**src/rver_consts.vh**
```
// Purpose: Constants for the regulator voltage and enable register bank
// Assumes: 8-bit registers reached through a simple byte register port
// Notes:   Offsets are register addresses on the serial register port
`ifndef RVER_CONSTS_VH
`define RVER_CONSTS_VH
`define RVER_ADDR_BUCK_ONE_VSEL   8'h01
`define RVER_ADDR_BUCK_TWO_LIN    8'h02
`define RVER_ADDR_ENABLE_STATUS   8'h03
`define RVER_BIT_BUCK_ONE_ON      7
`define RVER_BIT_BUCK_TWO_ON      6
`define RVER_BIT_LINEAR_ON        5
`define RVER_BIT_ENABLE_ALL       4
`define RVER_BIT_BUCK_ONE_OK      3
`define RVER_BIT_BUCK_TWO_OK      2
`define RVER_BIT_LINEAR_OK        1
`define RVER_BIT_RELEASE_FOLLOW   0
`define RVER_BUCK_ONE_CODE_MASK   8'h07
`define RVER_BUCK_ONE_RESERVED    3'h7
`define RVER_ENABLE_STATUS_RESET  8'h00
`define RVER_SEQ_GAP_NS           1000
`define RVER_CLK_PERIOD_NS        10
`define RVER_SEQ_GAP_CYCLES       (`RVER_SEQ_GAP_NS / `RVER_CLK_PERIOD_NS)
`endif

```
**src/rver_sync2.v**
```verilog
// Purpose: Two-flop synchroniser for one asynchronous level
// Assumes: Destination clock sys_clk, async active-low reset
// Notes:   First stage feeds only the second stage
`timescale 1ns/1ps
`default_nettype none
module rver_sync2 (
  input  wire sys_clk,
  input  wire rst_b,
  input  wire async_in,
  output reg  sync_out
);
  reg meta_reg;
  always @(posedge sys_clk or negedge rst_b) begin
    if (!rst_b) begin
      meta_reg <= 1'b0;
      sync_out <= 1'b0;
    end else begin
      meta_reg <= async_in;
      sync_out <= meta_reg;
    end
  end
endmodule
`default_nettype wire

```
**src/rver_regs.v**
```verilog
// Purpose: Voltage select, enable and power-ok register bank of the PMU
// Assumes: Single-cycle byte register port from the serial slave, sys_clk
// Notes:   Fuse values are caught on the first clock after reset release
//
// Overview of operation
// - Buck one code sits in bits 2:0; bits 7:3 reserved.
// - Buck one codes 000..110 map to voltages; 111 reserved, default 101.
// - Buck two code in upper nibble; 0000..1000 all 1.1 V, default 1001.
// - Linear code in lower nibble; 0000 is 1.8 V default, +0.1 V each.
// - All voltage fields preload from fuses at power-up, then host read/write.
// - Bit 7 one switches buck one on; resets to zero.
// - Bit 6 one switches buck two on; resets to zero.
// - Bit 5 one switches linear regulator on; resets to zero.
// - With enable pin high, individual bits bypass the sequencer ordering.
// - Enable-all starts all in sequence, only while individual bits are zero.
// - Power-ok status in bits 3,2,1, read only, resets to zero.
// - Follow bit one drives release pin from power-ok signals.
// - Follow bit zero holds release pin low unless enable pin high.
// - Enable pin high makes release pin follow power-ok regardless of bit.
// - While thermal trip latched, writes to enable bits 7:4 are ignored.
// - Power-ok true once output reaches 80 percent of target.
// - Sequence order is buck one, linear, then buck two.
`timescale 1ns/1ps
`default_nettype none
`include "rver_consts.vh"
module rver_regs (
  input  wire       sys_clk,
  input  wire       rst_b,
  input  wire       reg_wr,
  input  wire       reg_rd,
  input  wire [7:0] reg_addr,
  input  wire [7:0] reg_wdata,
  output reg  [7:0] reg_rdata,
  input  wire [2:0] fuse_buck_one_code,
  input  wire [3:0] fuse_buck_two_code,
  input  wire [3:0] fuse_linear_code,
  input  wire       enable_pin,
  input  wire       thermal_trip_latched,
  input  wire       buck_one_power_ok,
  input  wire       buck_two_power_ok,
  input  wire       linear_reg_power_ok,
  output reg  [2:0] buck_one_voltage_code,
  output reg  [3:0] buck_two_voltage_code,
  output reg  [3:0] linear_reg_voltage_code,
  output reg        buck_one_run,
  output reg        buck_two_run,
  output reg        linear_reg_run,
  output reg        shutdown_release_pin
);
  localparam [1:0] SEQ_IDLE = 2'd0;
  localparam [1:0] SEQ_ONE  = 2'd1;
  localparam [1:0] SEQ_LIN  = 2'd2;
  localparam [1:0] SEQ_TWO  = 2'd3;
  // Gap count is held 32 bits wide, then cut to the 16-bit counter on purpose
  localparam [31:0] GAP_WIDE = `RVER_SEQ_GAP_CYCLES;
  localparam [15:0] GAP = GAP_WIDE[15:0];

  wire en_s;
  wire tsd_s;
  wire ok1_s;
  wire ok2_s;
  wire okl_s;
  rver_sync2 u_en  (.sys_clk(sys_clk), .rst_b(rst_b),
                    .async_in(enable_pin), .sync_out(en_s));
  rver_sync2 u_tsd (.sys_clk(sys_clk), .rst_b(rst_b),
                    .async_in(thermal_trip_latched), .sync_out(tsd_s));
  rver_sync2 u_ok1 (.sys_clk(sys_clk), .rst_b(rst_b),
                    .async_in(buck_one_power_ok), .sync_out(ok1_s));
  rver_sync2 u_ok2 (.sys_clk(sys_clk), .rst_b(rst_b),
                    .async_in(buck_two_power_ok), .sync_out(ok2_s));
  rver_sync2 u_okl (.sys_clk(sys_clk), .rst_b(rst_b),
                    .async_in(linear_reg_power_ok), .sync_out(okl_s));

  reg        loaded_reg;
  reg        buck_one_on;
  reg        buck_two_on;
  reg        linear_reg_on;
  reg        enable_all;
  reg        release_pin_follow_power_ok;
  reg [1:0]  seq_reg;
  reg [1:0]  seq_next;
  reg [15:0] gap_reg;
  reg [15:0] gap_next;
  reg        en_d_reg;
  wire       any_ind = buck_one_on | buck_two_on | linear_reg_on;
  wire       en_rise = en_s & ~en_d_reg;

  function wr_hit;
    input [7:0] a;
    input [7:0] target;
    begin
      wr_hit = (a == target);
    end
  endfunction

  // Voltage fields: fuse preload once after reset, then host writes
  always @(posedge sys_clk or negedge rst_b) begin
    if (!rst_b) begin
      loaded_reg              <= 1'b0;
      buck_one_voltage_code   <= 3'h0;
      buck_two_voltage_code   <= 4'h0;
      linear_reg_voltage_code <= 4'h0;
    end else if (!loaded_reg) begin
      loaded_reg              <= 1'b1;
      buck_one_voltage_code   <= fuse_buck_one_code;
      buck_two_voltage_code   <= fuse_buck_two_code;
      linear_reg_voltage_code <= fuse_linear_code;
    end else if (reg_wr) begin
      if (wr_hit(reg_addr, `RVER_ADDR_BUCK_ONE_VSEL))
        buck_one_voltage_code <= reg_wdata[2:0];
      if (wr_hit(reg_addr, `RVER_ADDR_BUCK_TWO_LIN)) begin
        buck_two_voltage_code   <= reg_wdata[7:4];
        linear_reg_voltage_code <= reg_wdata[3:0];
      end
    end
  end

  // Enable bits; a latched thermal trip blocks writes to bits 7:4, bit 0 is still written
  always @(posedge sys_clk or negedge rst_b) begin
    if (!rst_b) begin
      buck_one_on                 <= 1'b0;
      buck_two_on                 <= 1'b0;
      linear_reg_on               <= 1'b0;
      enable_all                  <= 1'b0;
      release_pin_follow_power_ok <= 1'b0;
    end else if (reg_wr && wr_hit(reg_addr, `RVER_ADDR_ENABLE_STATUS)) begin
      release_pin_follow_power_ok <= reg_wdata[`RVER_BIT_RELEASE_FOLLOW];
      if (!tsd_s) begin
        buck_one_on   <= reg_wdata[`RVER_BIT_BUCK_ONE_ON];
        buck_two_on   <= reg_wdata[`RVER_BIT_BUCK_TWO_ON];
        linear_reg_on <= reg_wdata[`RVER_BIT_LINEAR_ON];
        enable_all    <= reg_wdata[`RVER_BIT_ENABLE_ALL];
      end
    end
  end

  // Sequencer: buck one, linear, buck two, each after previous power-ok
  always @* begin
    seq_next = seq_reg;
    gap_next = gap_reg;
    case (seq_reg)
      SEQ_IDLE: begin
        gap_next = 16'h0000;
        if ((enable_all && !any_ind && !tsd_s) || en_rise)
          seq_next = SEQ_ONE;
      end
      SEQ_ONE: begin
        if (ok1_s) begin
          if (gap_reg == GAP - 16'h0001) begin
            seq_next = SEQ_LIN;
            gap_next = 16'h0000;
          end else
            gap_next = gap_reg + 16'h0001;
        end
      end
      SEQ_LIN: begin
        if (okl_s) begin
          if (gap_reg == GAP - 16'h0001)
            seq_next = SEQ_TWO;
          else
            gap_next = gap_reg + 16'h0001;
        end
      end
      SEQ_TWO: begin
        gap_next = 16'h0000;
      end
      default: begin
        seq_next = SEQ_IDLE;
      end
    endcase
    // Sequence drops on a trip, with enable-all and enable pin both low, or with an individual bit set while the pin is low
    if (tsd_s || (!enable_all && !en_s) || (any_ind && !en_s))
      seq_next = SEQ_IDLE;
  end

  always @(posedge sys_clk or negedge rst_b) begin
    if (!rst_b) begin
      seq_reg  <= SEQ_IDLE;
      gap_reg  <= 16'h0000;
      en_d_reg <= 1'b0;
    end else begin
      seq_reg  <= seq_next;
      gap_reg  <= gap_next;
      en_d_reg <= en_s;
    end
  end

  // Run outputs; individual bits act directly and never wait on the order
  always @(posedge sys_clk or negedge rst_b) begin
    if (!rst_b) begin
      buck_one_run   <= 1'b0;
      buck_two_run   <= 1'b0;
      linear_reg_run <= 1'b0;
    end else begin
      buck_one_run   <= !tsd_s && (buck_one_on || seq_reg != SEQ_IDLE);
      linear_reg_run <= !tsd_s && (linear_reg_on ||
                        seq_reg == SEQ_LIN || seq_reg == SEQ_TWO);
      buck_two_run   <= !tsd_s && (buck_two_on || seq_reg == SEQ_TWO);
    end
  end

  // Release pin: all power-ok when following or enable pin high, else held low
  always @(posedge sys_clk or negedge rst_b) begin
    if (!rst_b)
      shutdown_release_pin <= 1'b0;
    else if (release_pin_follow_power_ok || en_s)
      shutdown_release_pin <= ok1_s & ok2_s & okl_s;
    else
      shutdown_release_pin <= 1'b0;
  end

  // Read data, reserved and unmapped bits read zero
  always @(posedge sys_clk or negedge rst_b) begin
    if (!rst_b)
      reg_rdata <= 8'h00;
    else if (reg_rd) begin
      case (reg_addr)
        `RVER_ADDR_BUCK_ONE_VSEL:
          reg_rdata <= {5'h00, buck_one_voltage_code};
        `RVER_ADDR_BUCK_TWO_LIN:
          reg_rdata <= {buck_two_voltage_code, linear_reg_voltage_code};
        `RVER_ADDR_ENABLE_STATUS:
          reg_rdata <= {buck_one_on, buck_two_on, linear_reg_on, enable_all,
                        ok1_s, ok2_s, okl_s,
                        release_pin_follow_power_ok};
        default:
          reg_rdata <= 8'h00;
      endcase
    end
  end
endmodule
`default_nettype wire

```
**config.mk**
```make
export PLATFORM = sky130hd
export DESIGN_NAME = rver_regs
export DESIGN_NICKNAME = d
export VERILOG_FILES = /design/src/rver_sync2.v /design/src/rver_regs.v
export VERILOG_INCLUDE_DIRS = /design/src /design/src/src
export SDC_FILE = /design/constraint.sdc
export NUM_CORES = 1
export LEC_CHECK = 0
export BUFFER_PORTS_ARGS = -buffer_cell sky130_fd_sc_hd__buf_4
export CAP_MARGIN = 20
export CORE_ASPECT_RATIO = 0.5
export CORE_MARGIN = 10
export CORE_UTILIZATION = 46
export CTS_CLUSTER_DIAMETER = 60
export DETAILED_ROUTE_END_ITERATION = 10
export GPL_ROUTABILITY_DRIVEN = 1
export MAX_ROUTING_LAYER = met4
export PLACE_DENSITY = 0.69
export SETUP_SLACK_MARGIN = 0.2
export SLEW_MARGIN = 15
export SYNTH_ARGS = -nofsm -noshare
export SYNTH_HDL_FRONTEND = slang
export SYNTH_SLANG_ARGS = --single-unit
```
**constraint.sdc**
```tcl
create_clock -name sys_clk -period 2.8 [get_ports sys_clk]
set_clock_uncertainty 0.1 [all_clocks]
set_input_delay 0.28 -clock sys_clk [delete_from_list [all_inputs] [get_ports sys_clk]]
set_output_delay 0.28 -clock sys_clk [all_outputs]
set_load 0.03 [all_outputs]
```
Yosys cells after proc, flatten, opt, wreduce, memory -nomap -nowiden. Cells that the tools add are included. Widths: inputs -> output; s select.

Logic and storage cells: 105. Register bits: 58. Input bits: 36. Output and inout bits: 23.

Add/sub/neg operators: 1. Bitwise operators: 7. Reduce and logical (&&, ||, !) cells: 29. Eq/ne operators: 18. Mux-type cells: 23.

Operator list (count): $mux 16 (4); $pmux 16 s3 (1); $mux 4 (6); $pmux 8 s3 (1); $add 16x1->16 const B (1); $eq 16x7->1 const B (1); $eq 8x2->1 const B (2); $mux 2 (6); $mux 3 (3); $ne 3x3->1 const B (3); $eq 8x1->1 const B (1); $logic_and 1x1->1 (8); $logic_or 1x1->1 (8); $ne 2x1->1 const B (4); $ne 3x2->1 const B (2); $pmux 2 s3 (1); $reduce_and 2->1 (3); $reduce_and 6->1 (1); $eq 2x2->1 const B (2); $logic_not 1->1 (4); $ne 2x2->1 const B (2); $reduce_bool 4->1 (1); $and 1x1->1 (3); $reduce_and 3->1 (1); 7 further kinds (9).

Depth between registers and ports, before layout.
Depth after elaboration: 9. Gate-level depth with buffers: 8.

Modules after synthesis. Synthesis repeated with hierarchy kept, for this count alone.

Cells, all modules: 253. Area, all modules: 2737.6 um2.

By module, submodules not included: rver_regs (sequential area each 1201.2 um2, times used 1, area an instance 2487.4 um2, cells an instance 243); rver_sync2 (sequential area each 50.0 um2, times used 5, area an instance 50.0 um2, cells an instance 2).

Worst setup path before layout. OpenSTA, ideal clock, no wires.

Path kind: flip-flop to flip-flop. Start point: register seq_reg[0]. End point: register gap_reg[13]. Data arrival time: 1.902 ns. Required time: 2.623 ns. Path buffers: 2. Slack: 0.721 ns. Cell stages (with the launch flop): 9. Clock period less this slack: 2.079 ns. Path through: dfrtp_1 inv_1 ha_1 buf_6 nor2b_4 or3_1 buf_2 or4_1 a21oi_1.

Cells in the longest elaborated chain, start to end: 3. Elaborated cells between the ends (all ways): 10. Classes of those cells: 6 x eq/ne; 1 x mux; 3 x reduce/logical.

Ends and longest elaborated chain: from (decl) (RTL line rver_regs.v:80) `reg [1:0] seq_reg;`; from (signal assigned) (RTL line rver_regs.v:182) `seq_reg <= seq_next;`; $eq 2x2->1, or another cell as far along (RTL line rver_regs.v:141) `case (seq_reg)`; $reduce_or 2->1 (no line), or another cell as far along; $pmux 16 s3 / $reduce_and 3->1 (equally long branches); to (signal assigned) (RTL line rver_regs.v:183) `gap_reg <= gap_next;`; to (decl) (RTL line rver_regs.v:82) `reg [15:0] gap_reg;`.

Parallel ways exist; a longest one is shown, timed or not. A chain may end at the register's enable or synchronous reset.

Worst setup path after layout.
Start point: register gap_reg[0]. End point: register gap_reg[1].

Cells in the longest elaborated chain, start to end: 4. Elaborated cells between the ends (all ways): 9. Classes of those cells: 1 x add/sub; 2 x eq/ne; 5 x mux; 1 x reduce/logical.

Ends and longest elaborated chain (RTL line): $add 16x1->16 / $eq 16x7->1 (equally long branches); $mux 16 (on tied branches) (rver_regs.v:158, rver_regs.v:149); $mux 16 (on tied branches) (rver_regs.v:157, rver_regs.v:148); $pmux 16 s3 (rver_regs.v:141).

Parallel ways exist; a longest one is shown, timed or not. The select of a mux whose other input is x is not followed.

==> summary.md <==
| Metric | Value |
|---|---|
| Critical Path AT | 2.38 ns |
| Largest area contributor in the netlist | dfrtp_1 |
| Max reg flops | 16 |
| Outcome | complete, no violations |
| Worst-path clk slew | 0.05 ns |
| Worst Hold Class | input port to flop |
| Syn_nets | 314 |
| Share of cells above drive strength 1 | 25.4% |
| Post-Syn Area | 2880 sq um |
| Ranking of synthesized cells by area | dfrtp_1 (50%), mux2i_1 (6.2%), a21oi_1 (3.5%) |
| GRT Resource Usage Total | 14.5% |
| # setup viols final | 0 |
| Hold Path Depth | 2 |
| Post-Synthesis Cells | 272 |
| Num rows | 20 |
| Final nets | 377 |
| Register area share after synthesis | 50.3% |
| Max clock buf depth | 2 |
| Setup Buffers After CTS | 0 |
| Global-route wire length before repair | 11,800 um |
| WS Path Type | flop to flop |
| Static Leak | 0.00167 uW |
| Gr ovfl total | 0 |
| Chip width | 132 um |
| Path depth of the worst reg2reg path | 5 |
| Diodes inserted | 0 |
| DR vias | 2,357 |
| Crit Path Max Fanout | 7 |
| Post-synth top cells | dfrtp_1 (58), a21oi_1 (20), nor2_1 (20) |
| Count leader, synth | dfrtp_1 |
| Delay-heaviest family, CP | simple AND/OR/NAND/NOR gates |
| Fin worst setup slack | 0.524 ns |
| Hold Fails Final Rpt | 0 |
| CTS root buf | clkbuf_16 |
| # IOs | 59 |
| Sink Count | 58 |
| Drt wl/cell | 16.0 um |
| Initial antenna violation count | 0 |
| Post-synth EDFFs | 0 |
| Tcrit/Tclk final | 81.3% |
| RSZ-0062 raised after global routing | no |
| Slowest stage cell, crit path | dfrtp_1 |
| Vias/cell | 5.52 |
| Post-synth top area share | 50.3% |
| Largest net degree at the start of global routing | 59 |
| Initial Utilization | 47.4% |
| Buffers & Inverters on Critical Path | 0 |
| Power Density | 572 nW/um^2 |
| Setup TNS | 0 ns |
| Worst setup SP type | flop |
| Die area | 10,000 sq um |
| Post-DP HPWL | 5070 um |
| R2r setup slk | 0.52 ns |
| Slew Viols, Final | 0 |
| Die Y | 76.0 um |
| Hold_buf cts | 6 |
| Number of synthesis warnings | 0 |
| Crit path depth | 5 |
| Dominant synthesized flop cell | dfrtp_1 |
| Number of buffers added on ports | 58 |
| Placer congestion estimate | 0.886 |
| Vias in the first global route | 2,431 |
| Synthesized flop and latch total | 58 |
| Routed Antenna Nets | 0 |
| Max Clk Rate | 439 MHz |
| Initial DRC Count | 118 |
| Tmin final | 2.28 ns |
| Max_slew headroom | 52.1% |
| Max H-tree Level | 3 |
| Place WS | 0.539 ns |
| Yosys cell types | 55 |
| CP peak stage delay | 0.43 ns |
| CORE AREA | 6080 sq um |
| Worst-Margin Slew | 0.718 ns |
| Max-cap viol count | 0 |
| # DRC | 0 |
| CTS tree | built |
| Clk_lat worst skew | 0.32 ns |
| Post_cts resized | 0 |
| Pwr Total | 2110 uW |
| Critical path, cell by cell | ha_1 -> nor4b_1 -> nand4_1 -> a31oi_2 -> mux2_2 |
| Final wirelength | 6850 um |
| Mean Syn Cell Area | 10.6 sq um |
| Number of CTS-inserted buffers | 9 |
| Drt first pass iters | 4 |
| Fill count | 509 |
| Worst setup EP type | flop |
| Peak VDD IR | 0.000350 V |
| Layout area overhead | 28.2% |
| Worst EP required | 2.90 ns |
| Asr flop ratio synth | 100% |
[report_power, final]
| part | internal [uW] | switching (uW) | total (uW) |
|---|---|---|---|
| Sequential | 872 | 35.0 | 907 |
| Clock | 639 | 343 | 982 |
| Combinational | 103 | 123 | 226 |
| Total | 1610 | 501 | 2110 |
[path summary, 6_finish.rpt]
check / startpoint / end
setup reg to reg: gap_reg[0] / gap_reg[1]
setup / recovery: gap_reg[0] / gap_reg[1]
hold / removal: reg_wdata[5] / linear_reg_on
max in group asynchronous: rst_b / gap_reg[10]
min in group asynchronous: rst_b / linear_reg_voltage_code[1]
hold reg to reg: u_ok2.meta_reg / u_ok2.sync_out
[cells in the final DEF, fill, tap and decap left out, drive strengths merged, types with 8 or more instances in the layout]
cell and n:
buf 58, clkbuf 13, a21oi 20, mux2i 18, nor2 20, nand2 10, o21ai 8, dfrtp 58
o22ai 8, nor3 8, nand3 8, mux2 8, or3 9, inv 16
[kinds of logic after synthesis]
group / Yosys count / synth area share, %
multiplexers: 26 / 9.37
adder cells (fa/ha/maj): 6 / 2.60
AND/OR/NAND/NOR: 90 / 18.9
other: 1 / 0.130
buffers and inverters: 28 / 4.34
XOR/XNOR: 2 / 0.607
AO/OA/AOI/OAI: 61 / 13.8
flip-flops: 58 / 50.3
[area by class of cell]
type | instances | area [sq um] | share of cell area [%]
multi-input combinational | 186 | 1310 | 35.4
tap | 88 | 110 | 2.98
clock inverter | 2 | 12.5 | 0.338
timing repair buffer | 64 | 495 | 13.4
inverter | 16 | 60.1 | 1.62
sequential | 58 | 1450 | 39.3
clock buffer | 13 | 260 | 7.04
[metrics by stage]
stage                     cell area (sq um)  std cells  hold WS [ns]  utilization (%)
after CTS                              3700        427        0.0810             60.8
after global placement                 3360        406         0.233             55.3
after global routing                   3700        427        0.0835             60.8
after floorplan                        2880        272        -0.116                -
final                                  3700        427        0.0932             60.8
after detailed placement               3360        406         0.235             55.3
[routing by layer]
layer	up-vias	track usage [%]	share of wire [%]
li1	1133	-	-
met5	-	-	0
met2	55	23.2	49
met3	12	5.66	5.4
met4	0	4.97	1.1
met1	1157	16.4	45
Note: power is estimated with default switching activity, not from simulation.
